[config.mk]
export PLATFORM = sky130hd
export DESIGN_NAME = windowed_watchdog_service_check
export DESIGN_NICKNAME = d
export VERILOG_FILES = /design/src/wdog_pkg.sv /design/src/windowed_watchdog_service_check.sv
export VERILOG_INCLUDE_DIRS = /design/src
export SDC_FILE = /design/constraint.sdc
export NUM_CORES = 1
export LEC_CHECK = 0
export BUFFER_PORTS_ARGS = -buffer_cell sky130_fd_sc_hd__buf_2
export CORE_UTILIZATION = 50
export CTS_CLUSTER_SIZE = 14
export DETAILED_ROUTE_END_ITERATION = 8
export PLACE_DENSITY = 0.73
export SYNTH_ARGS = -nofsm -noshare
export SYNTH_HDL_FRONTEND = slang
export SYNTH_SLANG_ARGS = --single-unit
[constraint.sdc]
create_clock -name core_clk_in -period 4.63 [get_ports core_clk_in]
set_input_delay 0.2315 -clock core_clk_in [delete_from_list [all_inputs] [get_ports core_clk_in]]
set_output_delay 0.2315 -clock core_clk_in [all_outputs]
set_load 0.01 [all_outputs]
[src/wdog_params.svh]
`ifndef WDOG_PARAMS_SVH
`define WDOG_PARAMS_SVH
// service register field positions
`define WSEL_HI 7
`define WSEL_LO 6
`define KEY_HI 5
`define KEY_LO 1
`define CMON_BIT 0
// key pattern and reset value (max window, monitor on)
`define KEY_VALUE 5'h0c
`define SVC_RESET 8'hc1
// window limits in idle ticks
`define LOWER_TICKS 17'h00800
`define UPPER_8K 17'h02000
`define UPPER_16K 17'h04000
`define UPPER_32K 17'h08000
`define UPPER_64K 17'h10000
// clock monitor timeout in core cycles without an instruction-clock edge
`define CMON_TIMEOUT 16'hffff
`endif

[src/wdog_pkg.sv]
package wdog_pkg;
  typedef struct packed {
    logic [1:0] wsel;
    logic [4:0] key;
    logic cmon;
  } svc_word_t;
  typedef enum logic [1:0] {
    ST_OFF,
    ST_ARMED,
    ST_LOCKED
  } wd_state_t;
endpackage : wdog_pkg

[src/windowed_watchdog_service_check.sv]
`timescale 1ns/100ps
`include "wdog_params.svh"
module windowed_watchdog_service_check (
  input wire logic core_clk_in, // core clock
  input wire logic nrst_in, // async reset, active low
  input wire logic clk_en_in, // freezes all state when low
  input wire logic wdog_option_in, // watchdog feature chosen
  input wire logic idle_tick_in, // one-cycle idle timer tick
  input wire logic instr_clk_in, // instruction-cycle clock, from outside
  input wire logic svc_wr_in, // write strobe to service register
  input wire logic svc_rd_in, // read strobe of service register
  input wire logic [7:0] svc_wdata_in, // write data
  output logic [7:0] svc_rdata_out, // read data, registered
  output logic wd_error_out, // watchdog error level
  output logic cmon_error_out, // clock monitor error level
  output logic error_out // combined error indication
);
  wdog_pkg::svc_word_t svc_ff, nxt_svc;
  wdog_pkg::wd_state_t state_ff, nxt_state;
  logic [16:0] upper_cnt_ff, nxt_upper_cnt;
  logic [16:0] lower_cnt_ff, nxt_lower_cnt;
  logic wd_err_ff, nxt_wd_err;
  logic cm_err_ff, nxt_cm_err;
  logic err_ff, nxt_err;
  logic [7:0] rdata_ff, nxt_rdata;
  logic [2:0] ck_sync_ff, nxt_ck_sync;
  logic ck_level_ff, nxt_ck_level;
  logic [15:0] ck_cnt_ff, nxt_ck_cnt;
  logic [16:0] upper_limit;
  // decoded write checks and window controls
  logic key_ok;
  logic word_ok;
  logic lower_open;
  logic service;
  logic counting;
  logic upper_hit;
  logic restart;

  // write word checks
  always_comb
  begin
    key_ok = (svc_wdata_in[`KEY_HI:`KEY_LO] == `KEY_VALUE);
    word_ok = key_ok && (svc_wdata_in[`WSEL_HI:`WSEL_LO] == svc_ff.wsel)
              && (svc_wdata_in[`CMON_BIT] == svc_ff.cmon);
    lower_open = (lower_cnt_ff >= `LOWER_TICKS);
    service = svc_wr_in && wdog_option_in;
    // both limit units only see ticks while the watchdog is live
    counting = idle_tick_in && wdog_option_in && (state_ff != wdog_pkg::ST_OFF);
    case (svc_ff.wsel)
      2'h0: upper_limit = `UPPER_8K;
      2'h1: upper_limit = `UPPER_16K;
      2'h2: upper_limit = `UPPER_32K;
      default: upper_limit = `UPPER_64K;
    endcase
    // the tick that brings the count to the limit ends the window
    upper_hit = counting && (upper_cnt_ff + 17'h00001 >= upper_limit);
  end

  // service state, register contents and the watchdog error
  always_comb
  begin
    nxt_state = state_ff;
    nxt_svc = svc_ff;
    nxt_wd_err = wd_err_ff;
    restart = 1'b0;
    case (state_ff)
      wdog_pkg::ST_OFF:
      begin
        if (wdog_option_in)
        begin
          // arming restarts both windows from zero
          nxt_state = wdog_pkg::ST_ARMED;
          restart = 1'b1;
        end
      end
      wdog_pkg::ST_ARMED, wdog_pkg::ST_LOCKED:
      begin
        if (!wdog_option_in)
        begin
          nxt_state = wdog_pkg::ST_OFF;
          nxt_wd_err = 1'b0;
        end
        else
        begin
          // upper window ran out before a service came in
          if (upper_hit)
          begin
            nxt_wd_err = 1'b1;
          end
          if (service && !wd_err_ff)
          begin
            if (state_ff == wdog_pkg::ST_ARMED)
            begin
              // first write: the key gates the one-time window and monitor choice
              if (key_ok)
              begin
                nxt_svc.wsel = svc_wdata_in[`WSEL_HI:`WSEL_LO];
                nxt_svc.cmon = svc_wdata_in[`CMON_BIT];
                nxt_state = wdog_pkg::ST_LOCKED;
              end
              else
              begin
                // a wrong key on the first write is an error at once
                nxt_wd_err = 1'b1;
              end
            end
            else if (!word_ok)
            begin
              // locked: a write must carry the key and repeat the stored window and monitor bits
              nxt_wd_err = 1'b1;
            end
            if (!lower_open)
            begin
              // too soon after the last restart: a runaway service loop
              nxt_wd_err = 1'b1;
            end
            // any taken write restarts both windows, good or bad
            restart = 1'b1;
          end
        end
      end
      default: nxt_state = wdog_pkg::ST_OFF;
    endcase
  end

  // upper limit unit: idle ticks since the last restart
  // saturation keeps a long stall from wrapping back into the window
  always_comb
  begin
    nxt_upper_cnt = upper_cnt_ff;
    if (restart)
    begin
      nxt_upper_cnt = 17'h00000;
    end
    else if (counting && upper_cnt_ff != 17'h1ffff)
    begin
      nxt_upper_cnt = upper_cnt_ff + 17'h00001;
    end
  end

  // lower limit unit: runs up to the fixed lower limit and parks there
  // once parked the window stays open until the next restart
  always_comb
  begin
    nxt_lower_cnt = lower_cnt_ff;
    if (restart)
    begin
      nxt_lower_cnt = 17'h00000;
    end
    else if (counting && !lower_open)
    begin
      nxt_lower_cnt = lower_cnt_ff + 17'h00001;
    end
  end

  // clock monitor: sync instruction clock, time out on missing edges
  always_comb
  begin
    nxt_ck_sync = {ck_sync_ff[1:0], instr_clk_in};
    nxt_ck_level = ck_level_ff;
    nxt_ck_cnt = ck_cnt_ff;
    nxt_cm_err = cm_err_ff;
    if (ck_sync_ff[2] == ck_sync_ff[1] && ck_sync_ff[1] != ck_level_ff)
    begin
      nxt_ck_level = ck_sync_ff[1];
      nxt_ck_cnt = 16'h0000;
      nxt_cm_err = 1'b0;
    end
    else if (ck_cnt_ff != `CMON_TIMEOUT)
      nxt_ck_cnt = ck_cnt_ff + 16'h0001;
    else if (svc_ff.cmon && wdog_option_in)
      nxt_cm_err = 1'b1;
    if (!svc_ff.cmon || !wdog_option_in)
      nxt_cm_err = 1'b0;
  end

  // read data: the key field always reads back as zero
  // a cycle without a read strobe leaves the last value in place
  always_comb
  begin
    nxt_rdata = rdata_ff;
    if (svc_rd_in)
    begin
      // only the stored window and monitor choice are visible
      nxt_rdata = {svc_ff.wsel, 5'h00, svc_ff.cmon};
    end
  end

  // merged error from the next values, so it rises with either flag
  always_comb
  begin
    nxt_err = nxt_wd_err || nxt_cm_err;
  end

  // service group: state, stored word, limit counters, watchdog error
  // the stored word resets to the widest window with the monitor on
  always_ff @(posedge core_clk_in or negedge nrst_in)
  begin
    if (!nrst_in)
    begin
      state_ff <= wdog_pkg::ST_OFF;
      svc_ff <= `SVC_RESET;
      upper_cnt_ff <= 17'h00000;
      lower_cnt_ff <= 17'h00000;
      wd_err_ff <= 1'b0;
    end
    else if (clk_en_in)
    begin
      state_ff <= nxt_state;
      svc_ff <= nxt_svc;
      upper_cnt_ff <= nxt_upper_cnt;
      lower_cnt_ff <= nxt_lower_cnt;
      wd_err_ff <= nxt_wd_err;
    end
  end

  // instruction clock synchroniser, one flip-flop per stage
  // stage 0 feeds only stage 1, so a metastable level never fans out
  for (genvar gi = 0; gi < 3; gi++)
  begin : g_ck_sync
    always_ff @(posedge core_clk_in or negedge nrst_in)
    begin
      if (!nrst_in)
      begin
        ck_sync_ff[gi] <= 1'b0;
      end
      else if (clk_en_in)
      begin
        ck_sync_ff[gi] <= nxt_ck_sync[gi];
      end
    end
  end

  // clock monitor group: settled level, silence counter, monitor error
  // the counter stops at the timeout so the error cannot wrap away
  always_ff @(posedge core_clk_in or negedge nrst_in)
  begin
    if (!nrst_in)
    begin
      ck_level_ff <= 1'b0;
      ck_cnt_ff <= 16'h0000;
      cm_err_ff <= 1'b0;
    end
    else if (clk_en_in)
    begin
      ck_level_ff <= nxt_ck_level;
      ck_cnt_ff <= nxt_ck_cnt;
      cm_err_ff <= nxt_cm_err;
    end
  end

  // read data register
  // software sees the value latched by the most recent read strobe
  always_ff @(posedge core_clk_in or negedge nrst_in)
  begin
    if (!nrst_in)
    begin
      rdata_ff <= 8'h00;
    end
    else if (clk_en_in)
    begin
      rdata_ff <= nxt_rdata;
    end
  end

  // merged error register
  // registered so the combined indication carries no decode glitches
  always_ff @(posedge core_clk_in or negedge nrst_in)
  begin
    if (!nrst_in)
    begin
      err_ff <= 1'b0;
    end
    else if (clk_en_in)
    begin
      err_ff <= nxt_err;
    end
  end

  // every output comes straight from a flip-flop
  // nothing combinational reaches a pin of this block
  assign svc_rdata_out = rdata_ff;
  assign wd_error_out = wd_err_ff;
  assign cmon_error_out = cm_err_ff;
  assign error_out = err_ff;
endmodule : windowed_watchdog_service_check

==> flow_metrics.tcl <==
set metrics [dict create \
    initial_core_util 0.530 \
    final_core_util 0.581 \
    final_cells 517 \
    tns_ns 0 \
    grt_max_degree 66 \
    setup_ws_ns 1.48 \
    drtAntennaViolNets 0 \
    final_cell_mix "dfrtp_1, nor2_1, nand2_1, nand3_1, buf_2" \
    rows 30 \
    async_reset_ff_frac 1.00 \
    place_hpwl_um 5060 \
    io_pins 27 \
    required_ns 4.90 \
    placed_cells 501 \
    diodes 0 \
    cts.repair.resized 0 \
    drt-pass1-iter-count 4 \
    path_cells "ha_1 > nand3_1 > nor4_1 > and3_1 > ha_1 > ha_1 > nand2_1 > nor3_1 > nand3_1 > nor3_1 > a31oi_1 > a21oi_1" \
    worstPathArrival_ns 3.42 \
    cp-start-kind "flip-flop" \
    vias 2874 \
    leakage_nw 1.82 \
    io_buffers 21 \
    cts_setup_buffers 0 \
    clock_sinks 65 \
    cp_slowest_cell "nor4_1" \
    placedInstanceArea_sq_um 3860 \
    antenna_found_initial 0 \
    path_buf_inv 0 \
    worstSetupPathType "flip-flop to flip-flop" \
    nNetsFinal 445 \
    synthDistinctLibCells 50 \
    ff2ff_setup_slack_ns 1.48 \
    htree_levels 3 \
    clk_path_buf_depth 2 \
    clk_pin_slew_ns 0.07 \
    cts_hold_buf 0 \
    die-area_sq_um 7700 \
    cp_top_family "simple AND/OR/NAND/NOR gates" \
    hold_ws_ns 0.0483 \
    cts_buffers 9 \
    synth_area_sq_um 3680 \
    pre_cts_ws_ns 1.58 \
    rsz0062_at_grt "no" \
    final-setup-viol-count 0 \
    synth_edf_count 0 \
    crit_path_frequent_cell "ha_1" \
    cts_root_buf "clkbuf_8" \
    crit_fanout 9 \
    slew_headroom 0.245 \
    first_iter_violations 168 \
    worst_path_largest_cell_delay_ns 0.48 \
    layout_commonest_cell "dfrtp_1" \
    yosysWarnings 0 \
    drt_wl_total_um 7360 \
    track_usage 0.210 \
    hold_class "primary input to async pin" \
    report.final.slew_viol_count 0 \
    synth_area_per_cell_sq_um 9.34 \
    synth_seq_area_share 0.443 \
    drive_gt1_frac 0.143 \
    status "completed" \
    tightest_slew_ns 1.13 \
    grt_pass1_vias 2680 \
    fmax_mhz 318 \
    cts_tree "built" \
    synthFlopType "dfrtp_1" \
    drv_cap 0 \
    synthCells 394 \
    grt-ovfl-total 0 \
    post-route-period-util 0.680 \
    min_period_ns 3.15 \
    ir_drop_mv 0.179 \
    die_h_um 87.8 \
    power_density_nw_per_um2 347 \
    synth.ff_latch_count 65 \
    finClkSkew_ns 0.0111 \
    wl_per_cell_um 14.2 \
    hold_viol_final 0 \
    die_x_um 87.8 \
    remaining_drc_errors 0 \
    power_mw 1.40 \
    grt_pass1_wl_um 12500 \
    fin_area_sq_um 4040 \
    syn2layout_area_growth_pct 9.76 \
    core_sq_um 6940 \
    cp-end-kind "flip-flop" \
    worstSkewPairLatency_ns 0.35 \
    avgViaCountPerCell 5.56 \
    gp_congestion 0.826 \
]
## cell type report
type	count	area, sq um
sequential	65	1630
tap	96	120
timing repair buffer	25	135
multi-input combinational	303	1930
clock inverter	2	12.5
inverter	12	45.0
fill	618	2910
clock buffer	14	163
## cells by family (layout without fill, tap and decap cells)
kind of cell / after synthesis / count (layout) / synth area share
xor+xnor: 30 / 30 / 0.0714
buf+inv: 30 / 53 / 0.0357
mux: 15 / 15 / 0.0449
flops: 65 / 65 / 0.443
fa+ha+maj: 13 / 13 / 0.0442
other cells: 1 / 5 / 0.00102
simple gates: 168 / 168 / 0.236
compound gates: 72 / 72 / 0.124
## cells in the mapped netlist, types with 2 or more instances
cell type  instances  share of area
or4_4              2         0.0061
nand2_1           35          0.036
clkbuf_1          12          0.012
o211ai_1           3         0.0061
o21ai_0           13          0.018
dfrtp_1           62           0.42
ha_1              13          0.044
nor2_1            38          0.039
a21oi_1           14          0.019
o21ai_1           14          0.019
nor4_1             6          0.010
nand3_1           25          0.034
o31ai_1            8          0.016
xnor2_1           15          0.036
mux2i_1            3         0.0082
nand3b_1           2         0.0041
mux2_2            12          0.037
or3_1              3         0.0051
nor2b_1            7          0.012
a31oi_1            2         0.0034
inv_1             12          0.012
buf_4              5          0.010
and3_1            10          0.017
and4_1             5          0.012
nor3_1            11          0.015
nand2b_1           3         0.0051
and2_1             4         0.0068
nand4_1           10          0.017
xor2_1            15          0.036
dfstp_2            3          0.021
a21o_1             4         0.0082
a22o_1             5          0.012
## registers in the layout (all words and copies together), names as in the netlist
signal,flops
cmon_error_out,1
lower_cnt_ff,17
ck_cnt_ff,16
wd_error_out,1
state_ff,2
ck_sync_ff,3
upper_cnt_ff,17
ck_level_ff,1
svc_rdata_out,3
error_out,1
svc_ff,3
## layer usage
layer / wire length, um / track usage / share of wire / up-vias
li1: - / - / - / 1432
met1: 3640 / 0.303 / 0.50 / 1360
met2: 3270 / 0.307 / 0.44 / 70
met3: 304 / 0.0368 / 0.041 / 12
met4: 142 / 0.0999 / 0.019 / 0
met5: 0 / 0 / 0 / -
## path summary, 6_finish.rpt
check | depth (start not counted) | start | to
worst min-delay path | 2 | nrst_in | upper_cnt_ff[11]
worst max-delay path | 12 | upper_cnt_ff[0] | wd_error_out
worst max register to register | 12 | upper_cnt_ff[0] | wd_error_out
max in group asynchronous | 2 | nrst_in | upper_cnt_ff[4]
worst min register to register | 1 | svc_rdata_out[6] | svc_rdata_out[6]
min in group core_clk_in | 2 | instr_clk_in | ck_sync_ff[0]
## where the power goes
| part | switching, mW | internal (mW) |
|---|---|---|
| clock network | 0.216 | 0.224 |
| registers | 0.0578 | 0.620 |
| logic | 0.166 | 0.116 |
Note: power is estimated with default switching activity, not from simulation.
